===== src/core/ids_defs.vh =====
`ifndef IDS_DEFS_VH
`define IDS_DEFS_VH

// Clock and time base
`define IDS_CLK_HZ 20000000
`define IDS_TICK_MS 1
`define IDS_TICK_CYC (`IDS_CLK_HZ / 1000 * `IDS_TICK_MS)

// Warning delay before forced switch-off
`define IDS_WARN_MIN 30
`define IDS_WARN_TICKS (`IDS_WARN_MIN * 60000 / `IDS_TICK_MS)
`define IDS_FAIL_DELAY_MIN 0

// Flash timing in milliseconds
`define IDS_FLASH_ON_MS 250
`define IDS_FLASH_OFF_MS 250
`define IDS_FLASH_PAUSE_MS 1000
`define IDS_BLINK_MS 500
`define IDS_COMM_TIMEOUT_MS 100

// Red flash codes
`define IDS_CODE_NONE 3'h0
`define IDS_CODE_OUT1 3'h1
`define IDS_CODE_OUT2 3'h2
`define IDS_CODE_CROSS 3'h3
`define IDS_CODE_TEMP 3'h4
`define IDS_CODE_ACT 3'h5
`define IDS_CODE_HANDLE 3'h6
`define IDS_CODE_STEADY 3'h7

// Register byte addresses
`define IDS_REG_CTRL 12'h000
`define IDS_REG_REQ 12'h004
`define IDS_REG_RESP 12'h008
`define IDS_REG_WARN 12'h00c
`define IDS_REG_FAIL 12'h010
`define IDS_REG_IND 12'h014

// Control register fields
`define IDS_CTRL_LOCKMON 0
`define IDS_CTRL_CODING_LO 1
`define IDS_CTRL_CODING_HI 2
`define IDS_CTRL_SERIAL 3
`define IDS_CTRL_P2UNLOCK 4
`define IDS_CTRL_RESET 5'h01
`define IDS_CODING_STD 2'h0
`define IDS_CODING_INDIV 2'h1
`define IDS_CODING_RETEACH 2'h2

// Byte fields
`define IDS_REQ_MAGNET 0
`define IDS_REQ_RESET 7
`define IDS_DET_COMM 6

`endif


===== src/core/ids_sync.v =====
`timescale 1ns/100ps
module ids_sync #(
    parameter W = 1
) (
    input wire clk,
    input wire rst_n,
    input wire [W-1:0] din,
    output reg [W-1:0] dout
);
    reg [W-1:0] stage1_q;

    always @(posedge clk) begin
        if (!rst_n) begin
            stage1_q <= {W{1'b0}};
            dout <= {W{1'b0}};
        end else begin
            stage1_q <= din;
            dout <= stage1_q;
        end
    end
endmodule


===== src/core/ids_flash_code.v =====
`timescale 1ns/100ps
`include "ids_defs.vh"
module ids_flash_code (
    input wire clk,
    input wire rst_n,
    input wire tick,
    input wire [2:0] code,
    output reg redOn
);
    localparam S_ON = 3'b001;
    localparam S_OFF = 3'b010;
    localparam S_PAUSE = 3'b100;
    localparam [10:0] ON_MS = `IDS_FLASH_ON_MS / `IDS_TICK_MS;
    localparam [10:0] OFF_MS = `IDS_FLASH_OFF_MS / `IDS_TICK_MS;
    localparam [10:0] PAUSE_MS = `IDS_FLASH_PAUSE_MS / `IDS_TICK_MS;

    reg [2:0] state_q;
    reg [10:0] ms_q;
    reg [2:0] pulse_q;

    // A new code opens with its first pulse, so red shows as soon as a fault is seen
    always @(posedge clk) begin
        if (!rst_n) begin
            state_q <= S_ON;
            ms_q <= 11'h000;
            pulse_q <= 3'h0;
            redOn <= 1'b0;
        end else if (code == `IDS_CODE_NONE) begin
            state_q <= S_ON;
            ms_q <= 11'h000;
            pulse_q <= 3'h0;
            redOn <= 1'b0;
        end else if (code == `IDS_CODE_STEADY) begin
            redOn <= 1'b1;
        end else begin
            redOn <= (state_q == S_ON);
            if (tick) begin
                ms_q <= ms_q + 11'h001;
                case (state_q)
                    S_ON: begin
                        if (ms_q >= ON_MS - 11'h001) begin
                            state_q <= S_OFF;
                            ms_q <= 11'h000;
                            pulse_q <= pulse_q + 3'h1;
                        end
                    end
                    S_OFF: begin
                        if (ms_q >= OFF_MS - 11'h001) begin
                            ms_q <= 11'h000;
                            state_q <= (pulse_q >= code) ? S_PAUSE : S_ON;
                        end
                    end
                    S_PAUSE: begin
                        if (ms_q >= PAUSE_MS - 11'h001) begin
                            ms_q <= 11'h000;
                            pulse_q <= 3'h0;
                            state_q <= S_ON;
                        end
                    end
                    default: begin
                        state_q <= S_PAUSE;
                        ms_q <= 11'h000;
                    end
                endcase
            end
        end
    end
endmodule


===== src/core/ids_interlock_diag.v =====
// What this block does
// - One to four red pulses for output, cross-wire, temperature warnings; delayed switch-off.
// - Five pulses actuator fault, six handle fault, steady internal; immediate switch-off.
// - Green lit when ready; red lit on any error or failure outside the re-teach release block, and on a warning while the guard is closed.
// - Internal failure keeps both safety outputs off while it persists.
// - Conventional variant clears failure after cause gone and guard reopened then closed.
// - Warning keeps outputs on, disables them after 30 min, clears if cause goes.
// - Closed unlocked: yellow flashes, diagnostic high, safety outputs per monitoring variant.
// - Closed, locking impossible: yellow flashes, diagnostic low, outputs per variant.
// - Closed and locked: yellow steady, safety and diagnostic outputs high.
// - Warning: red flashes, yellow off, diagnostic low; error: all outputs low.
// - Coded variants in teach-in: green off, red on, yellow flashes, outputs low.
// - Re-teach release block: green flashes, red and yellow off, outputs low.
// - Serial variant replaces diagnostic output with chained serial in and out.
// - Chain of up to 31 devices, one request and one response byte each.
// - Response byte carries enable, actuator, locked, inputs, coding, warning, error bits.
// - Bit value one means the condition is present.
// - On gateway communication loss the switching state is held unchanged.
// - Serial failure clears after cause gone and request bit 7 falls or guard opens.
// - Failures at safety outputs clear only at the next release.
// - Detail bytes: output, cross-wire, temperature, actuator, internal, comm, handle bits.
`timescale 1ns/100ps
`include "ids_defs.vh"
module ids_interlock_diag #(
    parameter TICK_CYC = `IDS_TICK_CYC,
    parameter WARN_TICKS = `IDS_WARN_TICKS
) (
    input wire clk,
    input wire rst_n,
    input wire psel,
    input wire penable,
    input wire pwrite,
    input wire [11:0] paddr,
    input wire [31:0] pwdata,
    output wire pready,
    output reg [31:0] prdata,
    output reg pslverr,
    input wire guardClosed,
    input wire lockEngaged,
    input wire magnetIn,
    input wire first_safety_input,
    input wire second_safety_input,
    input wire codingOk,
    input wire faultOut1,
    input wire faultOut2,
    input wire faultCross,
    input wire faultTemp,
    input wire faultActuator,
    input wire faultHandle,
    input wire faultInternal,
    input wire teachActive,
    input wire teachBlock,
    input wire serIn,
    input wire serShift,
    input wire serLatch,
    output reg serOut,
    output reg first_safety_output,
    output reg second_safety_output,
    output reg diagOut,
    output reg magnetOn,
    output reg ledGreen,
    output reg ledRed,
    output reg ledYellow
);
    localparam [14:0] TICK_LAST = TICK_CYC[14:0] - 15'h0001;
    localparam [20:0] WARN_LAST = WARN_TICKS[20:0] - 21'h000001;
    localparam [8:0] BLINK_LAST = `IDS_BLINK_MS / `IDS_TICK_MS - 1;
    localparam [6:0] COMM_LAST = `IDS_COMM_TIMEOUT_MS / `IDS_TICK_MS - 1;

    // Pins from outside pass two flops first
    wire [17:0] pinsRaw = {serLatch, serShift, serIn, teachBlock, teachActive,
        faultInternal, faultHandle, faultActuator, faultTemp, faultCross,
        faultOut2, faultOut1, codingOk, second_safety_input,
        first_safety_input, magnetIn, lockEngaged, guardClosed};
    wire [17:0] pins;

    ids_sync #(
        .W(18)
    ) u_sync (
        .clk(clk),
        .rst_n(rst_n),
        .din(pinsRaw),
        .dout(pins)
    );

    wire closed = pins[0];
    wire locked = pins[1];
    wire magPin = pins[2];
    wire inputsOn = pins[3] & pins[4];
    wire codeOk = pins[5];
    wire [3:0] warnSrc = pins[9:6];
    wire actFault = pins[10];
    wire handleFault = pins[11];
    wire intFault = pins[12];
    wire teachA = pins[13];
    wire teachB = pins[14];
    wire sIn = pins[15];
    wire sShift = pins[16];
    wire sLatch = pins[17];

    reg [4:0] ctrl_q;
    reg [7:0] req_q;
    reg [7:0] shReg_q;
    reg [7:0] fail_q;
    reg [20:0] warnCnt_q;
    reg [14:0] tickCnt_q;
    reg [8:0] blinkCnt_q;
    reg blink_q;
    reg [6:0] commCnt_q;
    reg commErr_q;
    reg shiftPrev_q;
    reg latchPrev_q;
    reg closedPrev_q;
    reg openSeen_q;

    wire lockMon = ctrl_q[`IDS_CTRL_LOCKMON];
    wire [1:0] coding = ctrl_q[`IDS_CTRL_CODING_HI:`IDS_CTRL_CODING_LO];
    wire serialMode = ctrl_q[`IDS_CTRL_SERIAL];
    wire p2unlock = ctrl_q[`IDS_CTRL_P2UNLOCK];

    // Free-running millisecond time base
    wire tick = (tickCnt_q == TICK_LAST);

    always @(posedge clk) begin
        if (!rst_n) begin
            tickCnt_q <= 15'h0000;
            blinkCnt_q <= 9'h000;
            blink_q <= 1'b0;
        end else begin
            tickCnt_q <= tick ? 15'h0000 : tickCnt_q + 15'h0001;
            if (tick) begin
                if (blinkCnt_q == BLINK_LAST) begin
                    blinkCnt_q <= 9'h000;
                    blink_q <= ~blink_q;
                end else begin
                    blinkCnt_q <= blinkCnt_q + 9'h001;
                end
            end
        end
    end

    // Serial chain: shift passes bits on downstream, latch swaps in request and response
    wire shiftEdge = sShift & ~shiftPrev_q;
    wire latchEdge = sLatch & ~latchPrev_q;
    wire failAny = |fail_q;
    wire warnAny = |warnSrc;
    wire warnShown = warnAny & ~failAny;
    wire [7:0] respByte = {failAny, warnShown, codeOk, inputsOn, 1'b0,
        closed & locked, closed, first_safety_output};

    always @(posedge clk) begin
        if (!rst_n) begin
            shReg_q <= 8'h00;
            req_q <= 8'h00;
            serOut <= 1'b0;
            shiftPrev_q <= 1'b0;
            latchPrev_q <= 1'b0;
            commCnt_q <= 7'h00;
            commErr_q <= 1'b0;
        end else begin
            shiftPrev_q <= sShift;
            latchPrev_q <= sLatch;
            serOut <= serialMode & shReg_q[7];
            if (serialMode && latchEdge) begin
                req_q <= shReg_q;
                shReg_q <= respByte;
            end else if (serialMode && shiftEdge) begin
                shReg_q <= {shReg_q[6:0], sIn};
            end
            // Lost gateway keeps the last request, so lock and outputs stay put
            if (!serialMode || latchEdge) begin
                commCnt_q <= 7'h00;
                commErr_q <= 1'b0;
            end else if (tick) begin
                if (commCnt_q == COMM_LAST) begin
                    commErr_q <= 1'b1;
                end else begin
                    commCnt_q <= commCnt_q + 7'h01;
                end
            end
        end
    end

    // Magnet command; bit 0 means magnet on for either lock principle
    wire magCmd = serialMode ? req_q[`IDS_REQ_MAGNET] : magPin;
    wire lockReq = magCmd ^ p2unlock;

    // Warning delay restarts from zero only once all warnings have gone or a failure is set
    wire warnExpire = warnAny & (warnCnt_q == WARN_LAST);

    always @(posedge clk) begin
        if (!rst_n) begin
            warnCnt_q <= 21'h000000;
        end else if (!warnAny || failAny) begin
            warnCnt_q <= 21'h000000;
        end else if (tick && warnCnt_q != WARN_LAST) begin
            warnCnt_q <= warnCnt_q + 21'h000001;
        end
    end

    // Failure reset events differ by variant
    wire guardOpened = closedPrev_q & ~closed;
    wire reqResetFell = latchEdge & ~shReg_q[`IDS_REQ_RESET] & req_q[`IDS_REQ_RESET];
    wire convClear = ~serialMode & openSeen_q & closed;
    wire serClear = serialMode & (reqResetFell | guardOpened);
    wire clrEvent = convClear | serClear;
    // Output faults cannot be seen while outputs are off, so the event alone clears them
    wire [7:0] causeNow = {handleFault, 1'b0, intFault, actFault, 4'h0};
    wire [7:0] failSet = {handleFault, 1'b0, intFault, actFault,
        warnExpire ? warnSrc : 4'h0};
    wire [7:0] failClr = {8{clrEvent}} & ~causeNow;

    always @(posedge clk) begin
        if (!rst_n) begin
            fail_q <= 8'h00;
            closedPrev_q <= 1'b0;
            openSeen_q <= 1'b0;
        end else begin
            closedPrev_q <= closed;
            fail_q <= (fail_q & ~failClr) | failSet;
            if (!failAny || convClear) begin
                openSeen_q <= 1'b0;
            end else if (!closed) begin
                openSeen_q <= 1'b1;
            end
        end
    end

    // Red flash code, highest severity first
    reg [2:0] code;
    always @* begin
        code = `IDS_CODE_NONE;
        if (fail_q[5] || intFault) begin
            code = `IDS_CODE_STEADY;
        end else if (fail_q[7]) begin
            code = `IDS_CODE_HANDLE;
        end else if (fail_q[4]) begin
            code = `IDS_CODE_ACT;
        end else if (fail_q[3] || warnSrc[3]) begin
            code = `IDS_CODE_TEMP;
        end else if (fail_q[2] || warnSrc[2] || (warnSrc[1] && warnSrc[0])) begin
            code = `IDS_CODE_CROSS;
        end else if (fail_q[1] || warnSrc[1]) begin
            code = `IDS_CODE_OUT2;
        end else if (fail_q[0] || warnSrc[0]) begin
            code = `IDS_CODE_OUT1;
        end
    end

    wire flashRed;
    ids_flash_code u_flash (
        .clk(clk),
        .rst_n(rst_n),
        .tick(tick),
        .code(code),
        .redOn(flashRed)
    );

    // Indicator and output decode
    wire teachOn = teachA & (coding != `IDS_CODING_STD);
    wire blockOn = teachB & (coding == `IDS_CODING_RETEACH);
    reg safeD;
    reg diagD;
    reg greenD;
    reg redD;
    reg yellowD;

    always @* begin
        safeD = 1'b0;
        diagD = 1'b0;
        greenD = 1'b1;
        redD = 1'b0;
        yellowD = 1'b0;
        if (teachOn) begin
            greenD = 1'b0;
            redD = 1'b1;
            yellowD = blink_q;
        end else if (blockOn) begin
            greenD = blink_q;
        end else if (failAny || intFault) begin
            redD = flashRed;
        end else if (closed) begin
            safeD = locked | ~lockMon;
            if (warnAny) begin
                redD = flashRed;
            end else if (locked) begin
                yellowD = 1'b1;
                diagD = 1'b1;
            end else begin
                yellowD = blink_q;
                diagD = ~lockReq;
            end
        end
    end

    always @(posedge clk) begin
        if (!rst_n) begin
            first_safety_output <= 1'b0;
            second_safety_output <= 1'b0;
            diagOut <= 1'b0;
            magnetOn <= 1'b0;
            ledGreen <= 1'b0;
            ledRed <= 1'b0;
            ledYellow <= 1'b0;
        end else begin
            first_safety_output <= safeD;
            second_safety_output <= safeD;
            diagOut <= diagD & ~serialMode;
            magnetOn <= magCmd;
            ledGreen <= greenD;
            ledRed <= redD;
            ledYellow <= yellowD;
        end
    end

    // Detail bytes for software
    wire [7:0] warnByte = {handleFault, commErr_q, intFault, 1'b0, warnSrc};
    wire [7:0] failByte = {fail_q[7], 1'b0, fail_q[5:0]};
    wire [7:0] indByte = {2'h0, diagOut, first_safety_output, ledYellow,
        ledRed, ledGreen, commErr_q};

    // APB slave, zero wait states; read data sampled in the setup cycle
    wire setup = psel & ~penable;
    wire access = psel & penable;
    reg [31:0] rdD;
    reg errD;

    always @* begin
        rdD = 32'h00000000;
        errD = 1'b0;
        case (paddr)
            `IDS_REG_CTRL: rdD = {27'h0000000, ctrl_q};
            `IDS_REG_REQ: rdD = {24'h000000, req_q};
            `IDS_REG_RESP: rdD = {24'h000000, respByte};
            `IDS_REG_WARN: rdD = {24'h000000, warnByte};
            `IDS_REG_FAIL: rdD = {24'h000000, failByte};
            `IDS_REG_IND: rdD = {24'h000000, indByte};
            default: errD = 1'b1;
        endcase
    end

    assign pready = 1'b1;

    always @(posedge clk) begin
        if (!rst_n) begin
            prdata <= 32'h00000000;
            pslverr <= 1'b0;
            ctrl_q <= `IDS_CTRL_RESET;
        end else begin
            if (setup) begin
                prdata <= pwrite ? 32'h00000000 : rdD;
                pslverr <= errD | (pwrite & (paddr != `IDS_REG_CTRL) & ~errD);
            end
            if (access && pwrite && paddr == `IDS_REG_CTRL) begin
                ctrl_q <= pwdata[4:0];
            end
        end
    end
endmodule


===== config.mk =====
export PLATFORM = sky130hd
export DESIGN_NAME = ids_interlock_diag
export DESIGN_NICKNAME = d
export VERILOG_FILES = /design/src/core/ids_sync.v /design/src/core/ids_flash_code.v /design/src/core/ids_interlock_diag.v
export VERILOG_INCLUDE_DIRS = /design/src /design/src/core
export SDC_FILE = /design/constraint.sdc
export NUM_CORES = 1
export LEC_CHECK = 0
export ABC_AREA = 1
export BUFFER_PORTS_ARGS = -buffer_cell sky130_fd_sc_hd__buf_2
export CAP_MARGIN = 25
export CORE_UTILIZATION = 35
export CTS_BUF_LIST = sky130_fd_sc_hd__clkbuf_16
export DETAILED_ROUTE_END_ITERATION = 10
export SYNTH_ARGS = -nofsm -noshare
export SYNTH_HDL_FRONTEND = slang
export SYNTH_SLANG_ARGS = --single-unit

===== constraint.sdc =====
create_clock -name clk -period 5.3 [get_ports clk]
set_input_delay 0.795 -clock clk [delete_from_list [all_inputs] [get_ports clk]]
set_output_delay 0.795 -clock clk [all_outputs]
set_load 0.01 [all_outputs]

======== Word level (Yosys, flattened, before mapping) ========
Cells that the tools add are included.
word-level totals
  logic and storage cells ................. 188
  register bits after elaboration ......... 181
  input port bits ......................... 67
  output and inout port bits .............. 42
cells by class
  reductions and logical operators ........ 43
  order comparisons ....................... 3
  bitwise logic cells ..................... 43
  equal/unequal tests ..................... 18
  muxes and demuxes ....................... 45
  $add $sub $neg .......................... 6
operators by type and width
  kind                     count
  $pmux W8 S6              1
  $mux W32                 1
  $mux W3                  10
  $eq A12 B4 Y1 const B    2
  $eq A12 B5 Y1 const B    2
  $mux W1                  22
  $mux W11                 2
  $pmux W11 S2             1
  $add A21 B1 Y21 const B  1
  $eq A21 B21 Y1 const B   1
  $ne A21 B21 Y1 const B   1
  $and A1 B1 Y1            20
  $and A8 B8 Y8            2
  $mux W8                  2
  $not A8 Y8               2
  $reduce_or A2 Y1         8
  $add A15 B1 Y15 const B  1
  $eq A15 B15 Y1 const B   1
  $not A1 Y1               13
  $eq A12 B3 Y1 const B    1
  $logic_not A12 Y1        1
  $reduce_bool A12 Y1      1
  $add A11 B1 Y11 const B  1
  $ge A11 B10 Y1 const B   1
  32 further kinds         60

======== Depth between registers and ports, before layout ========
Gate-level depths: netlist of run 1.
  word-level depth ........................ 12
  gate-level depth with buffers ........... 14
  mapped depth without buffers ............ 14

======== By module ========
From an unflattened synthesis of run 1, not the netlist that was laid out.
unflattened totals
  cells, all modules ...................... 1136
  area, all modules ....................... 7808.7 sq um
modules (own cells, without submodules)
  module              seq. area each (sq um)  instances  area an instance (sq um)  cells each
  ids_interlock_diag  2062.0                  1          5711.7                    866
  ids_flash_code      360.3                   1          1064.8                    158
  ids_sync            720.7                   1          1032.2                    112

======== Least setup slack after synthesis of run 1 ========
No wires, ideal clock.
  path type ............................... input port to flip-flop
  start ................................... in paddr[11]
  end ..................................... reg ctrl_q[3]
  data required time ...................... 5.178 ns
  path buffers ............................ 0
  setup slack ............................. 3.426 ns
  cell stages on the path ................. 8
  arrival ................................. 1.753 ns
  cells stage by stage .................... nor2_1 -> nand3_1 -> inv_1 -> nand2_1 -> inv_1 -> nand4_2 -> o21ai_0 -> a21oi_1
on the way
  word-level cells in the longest chain between the ends .. 2
RTL lines
  what                                  RTL line                  RTL
  from (decl)                           ids_interlock_diag.v:33   input wire [11:0] paddr,
  $logic_not A12 Y1                     --
  $logic_and A1 B1 Y1 (no source line)  --
  to (signal assigned)                  ids_interlock_diag.v:348  ctrl_q <= `IDS_CTRL_RESET;
  to (signal assigned)                  ids_interlock_diag.v:355  ctrl_q <= pwdata[4:0];
  to (decl)                             ids_interlock_diag.v:101  reg [4:0] ctrl_q;
No other way between the ends.
A chain may end at the register's enable or synchronous reset.

======== Worst setup path in the final report of run 1 ========
  start ................................... reg ctrl_q[3]
  end ..................................... reg fail_q[7]
on the way
  word-level cells in the longest chain between the ends .. 8
  elaborated cells on any way between the ends .. 9
  classes of those cells .................. bitwise: 9
RTL lines
  what                         RTL line                  RTL
  $not A1 Y1                   ids_interlock_diag.v:204  wire convClear = ~serialMode & openSeen_q & closed;
  $and A1 B1 Y1 (2 in series)  ids_interlock_diag.v:204
  $or A1 B1 Y1 *               ids_interlock_diag.v:206  wire clrEvent = convClear | serClear;
  $and A8 B8 Y8 *              ids_interlock_diag.v:211  wire [7:0] failClr = {8{clrEvent}} & ~causeNow;
  $not A8 Y8 *                 ids_interlock_diag.v:220  fail_q <= (fail_q & ~failClr) | failSet;
  $and A8 B8 Y8 *              ids_interlock_diag.v:220
  $or A8 B8 Y8 *               ids_interlock_diag.v:220
  to (signal assigned)         ids_interlock_diag.v:220
  to (decl)                    ids_interlock_diag.v:104  reg [7:0] fail_q;
Every way passes the cells marked *; elsewhere a longest branch is shown, timed or not.

==> results by group, run 1 <==
Synth
  – Post-Syn Area: 0.00761 mm^2
  – Number of synthesized register bits: 157
  – Netlist cell types: 44
  – Synthesized area per cell: 6.88 um^2
  – Fraction of registers with async set or reset after synthesis: 0%
  – Syn Inst Count: 1107
  – Post-synthesis sequential area ratio: 41.3%
  – Most used DFF post-synth: dfxtp_1
  – Yosys Warn Count: 0
  – EDFF count, synth: 0

Drt
  – Drt via density: 4.74
  – Pre-antenna DRT Iters: 5
  – Wire per inst: 12.0 um
  – DRT Wirelength: 17400 um
  – Via Count: 6869
  – Starting DRT DRC Count: 347
  – Final ANT Viol Nets: 0
  – DRC violations left: 0

Floorplanning
  – Die footprint: 0.0223 mm^2
  – Die Y-Extent: 149 um
  – Initial Utilization: 36.0%
  – Ports: 109
  – Core area: 0.0212 mm^2
  – Die W: 149 um
  – # rows: 53

Timing
  – # setup viols final: 0
  – Fin. Hold Viols: 0
  – Min Tclk post-route: 2.68 ns
  – Fin crit share: 50.6%
  – Max-slew violation count: 0
  – Max Clock Freq: 373 MHz
  – Unrepaired setup endpoints after global routing: no
  – Slew HR: 47.5%
  – Final worst setup slack: 2.62 ns
  – Total negative slack: 0 ns
  – Worst Tran Pin Value: 0.782 ns
  – Skew final: 0.00814 ns

Clock network
  – CTS HTree Levels: 4
  – Post-CTS setup buffers: 0
  – CTS tree: done
  – Bufs on Longest Clock Path: 2
  – Hold buffers post-CTS: 0
  – Worst-skew pair later-pin latency: 0.43 ns
  – Root Driver: clkbuf_16
  – CTS buffer count: 17
  – TritonCTS Sinks: 157
  – PostCTS Resize Cnt: 0
  – Reg clk slew, reported paths: 0.06 ns

Global routing
  – Largest net degree at the start of global routing: 70
  – Congestion Overflow GR: 0
  – Initial antenna violation count: 0
  – First-pass GRT wire length: 29000 um
  – Global Route Usage Sum: 16.3%
  – Vias in the first global route: 6191

Worst setup path
  – Critical path's most frequent cell: nor2_1
  – CP Launch Type: flip-flop
  – Worst-path cell chain: inv_1, nor2_1, inv_1, nor2_1, a21oi_1, a21oi_1, nor2_1
  – Arrival @ worst endpoint: 3.00 ns
  – Critical Path Fanout Max: 22
  – Req. time, crit path: 5.62 ns
  – Critical Path Max Stage Delay: 0.61 ns
  – CP max-delay cell: nor2_1
  – Nature of the critical path endpoint: flip-flop
  – WS Path Type: flip-flop to flip-flop

Placement
  – Routability congestion estimate: 0.912
  – Pre-CTS worst setup slack: 2.46 ns
  – Final HPWL DP: 12800 um
  – IO buf count: 56

Worst hold path
  – Hold Path Class: flip-flop to flip-flop

Layout
  – Multi-input gate area: 0.00366 mm^2
  – Number of diodes: 0
  – Layout cell share with drive strength beyond 1: 10.4%
  – Syn-to-layout area delta: 14.0%
  – Register area: 0.00314 mm^2
  – Fillers: 2231
  – Final Net Count: 1237

Run
  – Max Cap Violations: 0

Power
  – Pwr Density: 295 mW/mm^2
  – Worst vdd ir: 0.170 mV
  – Leakage power: 3.77 nW

Outcome
  – Status: finished clean
## per-stage QoR
stage | area [um^2] | power (mW) | util [%] | std cells | hold slack, ns
finish | 8680 | 2.56 | 41.0 | 1448 | 0.405
global route | 8680 | 2.65 | 41.0 | 1448 | 0.416
CTS | 8680 | 2.59 | 41.0 | 1448 | 0.407
floorplan | 7700 | 1.32 | - | 1130 | 0.390
global placement | 8050 | 1.35 | 38.1 | 1415 | 0.396
detailed placement | 8080 | 1.35 | 38.2 | 1416 | 0.399
## state kept, by name (all words and copies together), names as in the netlist, 3 cells and up
| register | count |
|---|---|
| u_sync.dout | 18 |
| tickCnt_q | 15 |
| ctrl_q | 5 |
| prdata | 8 |
| u_flash.ms_q | 11 |
| shReg_q | 8 |
| req_q | 8 |
| commCnt_q | 7 |
| u_sync.stage1_q | 18 |
| fail_q | 8 |
| blinkCnt_q | 9 |
| u_flash.pulse_q | 3 |
| warnCnt_q | 21 |
| u_flash.state_q | 3 |
## power breakdown
part	switching, mW	internal, mW	leakage (nW)
clock	0.495	0.737	0.272
sequential	0.0115	1.20	1.27
combinational	0.0780	0.0363	2.22
## critical path: cells and delay by family, from the launching register on
family	cells	cell delay (ns)
DFF	1	0.48
buffers and inverters	2	0.72
and+or+nand+nor	3	0.90
AOI/OAI and AO/OA	2	0.44
## cells in the mapped netlist, drive strengths merged, types with 3 or more instances
library cell    n  share of area, %
xor2           12               1.4
nand3b          4              0.39
dfxtp         157                41
a21oi          72               4.7
nand4          23               2.0
inv           162               8.0
nor2          138               7.4
nor3           45               3.2
nand3          89               6.0
ha             10               1.6
buf            34               3.0
and3            3              0.25
o21bai          3              0.30
nand2         253                13
nor3b           4              0.39
clkbuf         13              0.64
a31oi          10              0.82
or2             6              0.49
nor4            4              0.33
o21ai          48               3.2
o211ai          6              0.59
## cell families after synthesis
kind of cell | count (synthesis) | synth area share (%)
other | 2 | 0.0986
adder cells (fa/ha/maj) | 10 | 1.64
buffers and inverters | 210 | 11.8
XOR/XNOR | 13 | 1.50
AO/OA/AOI/OAI | 146 | 10.3
AND/OR/NAND/NOR | 569 | 33.4
flip-flops | 157 | 41.3
## per-layer routing
| metal | track usage [%] | wire, um | vias up |
|---|---|---|---|
| met5 | 0 | 0 | - |
| li1 | - | - | 3611 |
| met3 | 3.20 | 781 | 19 |
| met2 | 25.8 | 7740 | 145 |
| met1 | 22.2 | 8620 | 3094 |
| met4 | 5.15 | 223 | 0 |
## cells in the final DEF (no fill, tap or decap), drive strengths merged, types with 25 or more instances in the layout
| cell type | n |
|---|---|
| a21oi | 72 |
| buf | 58 |
| conb | 25 |
| dfxtp | 157 |
| inv | 162 |
| nand2 | 253 |
| nand3 | 89 |
| nor2 | 138 |
| nor3 | 45 |
| o21ai | 48 |
## final cells by class
class	count	share of cell area (%)
Clock inverter	15	2.00
Tap cell	275	3.96
Clock buffer	17	4.90
Timing Repair Buffer	58	3.63
Sequential cell	157	36.2
Multi-Input combinational cell	763	42.2
Inverter	163	7.09
## path summary, 6_finish.rpt
kind / from / slack, ns / cells past startpoint / end
setup / recovery: ctrl_q[3] / 2.62 / 7 / fail_q[7]
hold / removal: u_sync.stage1_q[14] / 0.41 / 2 / u_sync.dout[14]
setup reg to reg: ctrl_q[3] / 2.62 / 7 / fail_q[7]
hold reg to reg: u_sync.stage1_q[14] / 0.41 / 2 / u_sync.dout[14]
Note: power is estimated with default switching activity, not from simulation.
==> inputs of run 2 (changes only) <==
==> constraint.sdc (replaced) <==
create_clock -name clk -period 2.3 [get_ports clk]
set_input_delay 0.345 -clock clk [delete_from_list [all_inputs] [get_ports clk]]
set_output_delay 0.345 -clock clk [all_outputs]
set_load 0.01 [all_outputs]
==> results by group, run 2 (synthesis results as in run 1) <==
Clock network
  – Worst-skew pair later-pin latency: 0.43 ns (about the same)
  – TritonCTS Sinks: 157 (unchanged)
  – Post-CTS setup buffers: 0 (unchanged)
  – CTS HTree Levels: 4 (unchanged)
  – Reg clk slew, reported paths: 0.06 ns (about the same)
  – Bufs on Longest Clock Path: 2 (unchanged)
  – Hold buffers post-CTS: 0 (unchanged)
  – CTS tree: done (unchanged)
  – CTS buffer count: 17 (unchanged)
  – PostCTS Resize Cnt: 0 (unchanged)
  – Root Driver: clkbuf_16 (unchanged)

Drt
  – Starting DRT DRC Count: 360 (was 347)
  – Drt via density: 4.70 (was 4.74)
  – DRC violations left: 0 (unchanged)
  – Met2 WL post-DR: 7870 um (was 7740 um)
  – Final ANT Viol Nets: 0 (unchanged)
  – DRT Wirelength: 17500 um (was 17400 um)
  – Pre-antenna DRT Iters: 5 (unchanged)
  – Via Count: 6872 (was 6869)
  – Met3 wire len: 630 um (was 781 um)
  – Wire per inst: 12.0 um (about the same)
  – M1 WL: 8840 um (was 8620 um)
  – Highest routed layer: met4 (unchanged)

Floorplanning
  – # rows: 53 (unchanged)
  – Die footprint: 0.0223 mm^2 (unchanged)
  – Ports: 109 (unchanged)
  – Initial Utilization: 36.0% (unchanged)
  – Die W: 149 um (unchanged)
  – Die Y-Extent: 149 um (unchanged)
  – Core area: 0.0212 mm^2 (unchanged)

Worst hold path
  – Hold path endpoint: u_sync.stage1_q[5] (was u_sync.dout[14])
  – Hold Path Class: primary input to flip-flop (was flip-flop to flip-flop)
  – HP Start: codingOk (was u_sync.stage1_q[14])
  – Hold depth: 3 (was 2)

Layout
  – Fin area: 0.00874 mm^2 (was 0.00868 mm^2)
  – Non-Filler Instances: 1461 (was 1448)
  – Final Util: 41.3% (was 41.0%)
  – Final Net Count: 1251 (was 1237)
  – Fillers: 2263 (was 2231)
  – Top reg by flops: warnCnt_q (unchanged)
  – Register area: 0.00314 mm^2 (unchanged)
  – Max FFs per register: 21 (unchanged)
  – Most common cell after layout, fill and taps aside: nand2_1 (unchanged)
  – Largest regs: warnCnt_q: 21 flops, u_sync.dout: 18 flops, u_sync.stage1_q: 18 flops (unchanged)
  – Multi-input gate area: 0.00366 mm^2 (unchanged)
  – Number of diodes: 0 (unchanged)
  – Most frequent cells in the layout: 248 x nand2_1, 157 x inv_1, 157 x dfxtp_1 (was 248 x nand2_1, 157 x dfxtp_1, 156 x inv_1)
  – Syn-to-layout area delta: 14.8% (was 14.0%)
  – Layout cell share with drive strength beyond 1: 11.3% (was 10.4%)

Worst setup path
  – Critical Path Fanout Max: 8 (was 22)
  – Worst R2R End: u_flash.ms_q[8] (was fail_q[7])
  – CP Launch Type: flip-flop (unchanged)
  – Req. time, crit path: 2.61 ns (was 5.62 ns)
  – WS Path Type: flip-flop to flip-flop (unchanged)
  – Nature of the critical path endpoint: flip-flop (unchanged)
  – Worst r2r src: tickCnt_q[0] (was ctrl_q[3])
  – R2R Setup Slk: 0.34 ns (was 2.62 ns)
  – R2R depth: 10 (was 7)
  – Arrival @ worst endpoint: 2.27 ns (was 3.00 ns)

Placement
  – IO buf count: 56 (unchanged)
  – Post-DP Area: 0.00816 mm^2 (was 0.00808 mm^2)
  – Final HPWL DP: 13100 um (was 12800 um)
  – Routability congestion estimate: 0.889 (was 0.912)
  – Placed Cells: 1430 (was 1416)

Timing
  – Max-slew violation count: 0 (unchanged)
  – Skew final: 0.0112 ns (was 0.00814 ns)
  – Unrepaired setup endpoints after global routing: no (unchanged)
  – Total negative slack: 0 ns (unchanged)
  – Slew HR: 65.5% (was 47.5%)
  – Worst Tran Pin Value: 0.513 ns (was 0.782 ns)
  – Fin crit share: 85.3% (was 50.6%)
  – # setup viols final: 0 (unchanged)
  – Fin. Hold Viols: 0 (unchanged)
  – Max Clock Freq: 510 MHz (was 373 MHz)
  – Min Tclk post-route: 1.96 ns (was 2.68 ns)

Power
  – Worst vdd ir: 0.423 mV (was 0.170 mV)
  – Leakage power: 3.84 nW (was 3.77 nW)
  – Pwr Density: 669 mW/mm^2 (was 295 mW/mm^2)

Global routing
  – Largest net degree at the start of global routing: 29 (was 70)
  – First-pass GRT wire length: 28900 um (was 29000 um)
  – Global Route Usage Sum: 16.3% (about the same)
  – Vias in the first global route: 6123 (was 6191)
  – Initial antenna violation count: 0 (unchanged)
  – Congestion Overflow GR: 0 (unchanged)

Outcome
  – Status: finished clean (unchanged)

Run
  – Max Cap Violations: 0 (unchanged)
-- run 2: layer usage --
| layer | vias up | track usage [%] |
|---|---|---|
| li1 | 3635 | - |
| met1 | 3101 | 22.0 |
| met2 | 122 | 26.0 |
| met3 | 14 | 3.20 |
| met4 | 0 | 4.85 |
| met5 | - | 0 |
-- run 2: layout make-up --
class	instances	area share, %
inverters	163	7.04
well taps	275	3.94
clock buffers	17	4.87
repair buffers	72	4.58
multi-input cells	763	41.9
clock inverters	14	1.76
flip-flops and latches	157	35.9
-- run 2: how the worst max path moves through the flow --
stage / slack (ns) / cells after the start / end / start
floorplan: 0.61 / 10 / u_flash.state_q[2] / fail_q[5]
global placement: 0.35 / 10 / u_flash.ms_q[8] / tickCnt_q[0]
detailed placement: 0.32 / 9 / ctrl_q[3] / paddr[7]
CTS: 0.31 / 10 / u_flash.ms_q[9] / tickCnt_q[0]
global route: 0.1 / 10 / u_flash.ms_q[9] / tickCnt_q[0]
finish: 0.34 / 10 / u_flash.ms_q[8] / tickCnt_q[0]
-- run 2: power by group --
group	switching [mW]	leakage, nW	internal [mW]
clock	1.11	0.285	1.68
combinational	0.181	2.28	0.0904
sequential	0.0270	1.27	2.77
-- run 2: per-stage QoR --
stage | worst slack (ns) | power, mW | hold slack (ns)
after floorplan | 0.606 | 3.05 | 0.390
after global placement | 0.348 | 3.12 | 0.397
after detailed placement | 0.318 | 3.13 | 0.400
after CTS | 0.313 | 5.91 | 0.0906
after global routing | 0.0987 | 6.07 | 0.0905
final | 0.338 | 5.85 | 0.0974
-- run 2: worst max-delay path: stages (launching register included) --
cell	delay, ns
dfxtp_1	0.36
ha_1	0.17
nand2_1	0.08
nor2_2	0.19
inv_2	0.09
nor2_1	0.14
nand3_1	0.23
inv_2	0.18
nand3_1	0.14
nand3_2	0.19
nor2_1	0.07
==> inputs of run 3 (changes only) <==
--- a/config.mk
+++ b/config.mk
@@ -9,9 +9,10 @@
 export ABC_AREA = 1
 export BUFFER_PORTS_ARGS = -buffer_cell sky130_fd_sc_hd__buf_2
 export CAP_MARGIN = 25
-export CORE_UTILIZATION = 35
+export CORE_UTILIZATION = 52
 export CTS_BUF_LIST = sky130_fd_sc_hd__clkbuf_16
 export DETAILED_ROUTE_END_ITERATION = 10
+export PLACE_DENSITY = 0.76
 export SYNTH_ARGS = -nofsm -noshare
 export SYNTH_HDL_FRONTEND = slang
 export SYNTH_SLANG_ARGS = --single-unit
==> results by group, run 3 (synthesis results as in run 1) <==
Outcome
  – Status: finished clean (unchanged)

Timing
  – # setup viols final: 0 (unchanged)
  – Max Clock Freq: 491 MHz (was 510 MHz)
  – Min Tclk post-route: 2.03 ns (was 1.96 ns)
  – Worst Tran Pin Value: 0.705 ns (was 0.513 ns)
  – Slew HR: 53.0% (was 65.5%)
  – Skew final: 0.00777 ns (was 0.0112 ns)
  – Unrepaired setup endpoints after global routing: no (unchanged)
  – Max-slew violation count: 0 (unchanged)
  – Worst hold margin: 0.0901 ns (was 0.0974 ns)
  – Fin. Hold Viols: 0 (unchanged)
  – Fin crit share: 88.5% (was 85.3%)
  – Total negative slack: 0 ns (unchanged)

Clock network
  – CTS buffer count: 17 (unchanged)
  – Reg clk slew, reported paths: 0.06 ns (about the same)
  – TritonCTS Sinks: 157 (unchanged)
  – PostCTS Resize Cnt: 0 (unchanged)
  – Worst-skew pair later-pin latency: 0.43 ns (about the same)
  – CTS HTree Levels: 4 (unchanged)
  – Bufs on Longest Clock Path: 2 (unchanged)
  – Post-CTS setup buffers: 0 (unchanged)
  – CTS tree: done (unchanged)
  – Hold buffers post-CTS: 0 (unchanged)
  – Root Driver: clkbuf_16 (unchanged)

Worst hold path
  – Hold Path Class: primary input to flip-flop (unchanged)
  – Hold path endpoint: u_sync.stage1_q[3] (was u_sync.stage1_q[5])
  – Hold depth: 3 (unchanged)
  – HP Start: first_safety_input (was codingOk)

Worst setup path
  – Arrival @ worst endpoint: 2.34 ns (was 2.27 ns)
  – Worst R2R End: u_flash.state_q[2] (was u_flash.ms_q[8])
  – Critical Path Fanout Max: 5 (was 8)
  – Critical path's most frequent cell: nand2_1
  – Worst r2r src: u_sync.dout[7] (was tickCnt_q[0])
  – R2R Setup Slk: 0.27 ns (was 0.34 ns)
  – CP max-delay cell: dfxtp_1 (unchanged)
  – R2R depth: 14 (was 10)
  – Critical Path Max Stage Delay: 0.32 ns (was 0.36 ns)
  – Req. time, crit path: 2.61 ns (about the same)
  – WP buf/inv: 1 (was 2)
  – Nature of the critical path endpoint: flip-flop (unchanged)
  – Delay-heaviest family, CP: compound AO/OA/AOI/OAI gates (was simple AND/OR/NAND/NOR gates)
  – WS Path Type: flip-flop to flip-flop (unchanged)
  – Worst-path cell chain: inv_1, nand2_1, a21oi_1, nor2_1, o21bai_1, nand2_1, nand2_1, ha_1, nand3_1, o211ai_1, o21ai_0, nand2_1, o21ai_0, nor2_1 (was ha_1, nand2_1, nor2_2, inv_2, nor2_1, nand3_1, inv_2, nand3_1, nand3_2, nor2_1)
  – CP Launch Type: flip-flop (unchanged)

Drt
  – Pre-antenna DRT Iters: 7 (was 5)
  – Wire per inst: 12.5 um (was 12.0 um)
  – DRC violations left: 0 (unchanged)
  – Final ANT Viol Nets: 0 (unchanged)
  – Drt via density: 5.17 (was 4.70)
  – Starting DRT DRC Count: 650 (was 360)
  – DRT Wirelength: 17100 um (was 17500 um)
  – Via Count: 7060 (was 6872)

Layout
  – Layout cell share with drive strength beyond 1: 11.4% (was 11.3%)
  – Syn-to-layout area delta: 14.1% (was 14.8%)
  – Largest regs: warnCnt_q: 21 flops, u_sync.dout: 18 flops, u_sync.stage1_q: 18 flops (unchanged)
  – Final Net Count: 1249 (was 1251)
  – Top reg by flops: warnCnt_q (unchanged)
  – Max FFs per register: 21 (unchanged)
  – Most common cell after layout, fill and taps aside: nand2_1 (unchanged)
  – Most frequent cells in the layout: 248 x nand2_1, 157 x dfxtp_1, 156 x inv_1 (was 248 x nand2_1, 157 x inv_1, 157 x dfxtp_1)
  – Number of diodes: 0 (unchanged)
  – Non-Filler Instances: 1365 (was 1461)

Placement
  – Placed Cells: 1333 (was 1430)
  – Routability congestion estimate: 0.956 (was 0.889)
  – IO buf count: 56 (unchanged)
  – Final HPWL DP: 12400 um (was 13100 um)

Global routing
  – Global Route Usage Sum: 23.7% (was 16.3%)
  – Initial antenna violation count: 0 (unchanged)
  – Vias in the first global route: 6171 (was 6123)
  – First-pass GRT wire length: 28000 um (was 28900 um)
  – Largest net degree at the start of global routing: 29 (unchanged)
  – Congestion Overflow GR: 0 (unchanged)

Floorplanning
  – Ports: 109 (unchanged)
  – Initial Utilization: 54.0% (was 36.0%)
  – Core area: 0.0141 mm^2 (was 0.0212 mm^2)
  – Die Y-Extent: 123 um (was 149 um)
  – Die footprint: 0.0151 mm^2 (was 0.0223 mm^2)
  – # rows: 43 (was 53)
  – Die W: 123 um (was 149 um)

Power
  – Leakage power: 3.87 nW (was 3.84 nW)
  – Pwr Density: 712 mW/mm^2 (was 669 mW/mm^2)
  – Worst vdd ir: 0.492 mV (was 0.423 mV)
  – Overall Power: 6.18 mW (was 5.85 mW)

Run
  – Max Cap Violations: 0 (unchanged)
## run 3: changes by cell type in the layout (fill, tap and decap cells not counted), sizes merged
cell      change
buf           -2
bufinv        +2
clkinv        -4
clkinvlp      -1
inv           +4
## run 3: metal layers
| layer | routed length, um | global-route usage [%] |
|---|---|---|
| met5 | 0 | 0 |
| met4 | 390 | 8.73 |
| met3 | 939 | 5.07 |
| met2 | 7760 | 37.9 |
| met1 | 8000 | 31.3 |
## run 3: how the worst max path moves through the flow
stage                   startpoint            endpoint  cells after the start
floorplan                fail_q[5]  u_flash.state_q[2]                     10
global placement      tickCnt_q[0]     u_flash.ms_q[8]                     10
detailed placement    tickCnt_q[0]  u_flash.pulse_q[1]                     12
CTS                 u_sync.dout[7]  u_flash.state_q[2]                     14
global route        u_sync.dout[7]  u_flash.state_q[2]                     14
finish              u_sync.dout[7]  u_flash.state_q[2]                     14
## run 3: cell type report
| class | instances | area (um^2) |
|---|---|---|
| tap | 180 | 225 |
| clock buffer | 17 | 425 |
| fill | 1324 | 5410 |
| multi-input combinational | 763 | 3660 |
| sequential | 157 | 3140 |
| clock inverter | 15 | 234 |
| timing repair buffer | 70 | 385 |
| inverter | 163 | 616 |
## run 3: power breakdown
group	leakage (nW)	total, mW	internal [mW]	switching [mW]
combinational	2.27	0.269	0.0873	0.182
clock	0.318	3.12	1.95	1.18
sequential	1.27	2.79	2.76	0.0267
total	3.87	6.18	4.80	1.39
## run 3: worst reg2reg max path: cells and delay by family, from the launching register on
kind | cells | cell delay [ns]
simple gates | 7 | 0.54
fa+ha+maj | 1 | 0.23
buf+inv | 1 | 0.16
flops | 1 | 0.32
compound gates | 5 | 0.66
## run 3: per-stage QoR
| step | area (um^2) | worst slack [ns] | util, % |
|---|---|---|---|
| finish | 8690 | 0.265 | 61.6 |
| global route | 8690 | 0.0655 | 61.6 |
| CTS | 8690 | 0.312 | 61.6 |
| detailed placement | 8030 | 0.386 | 57.0 |
| global placement | 8030 | 0.408 | 57.0 |
| floorplan | 7700 | 0.606 | - |
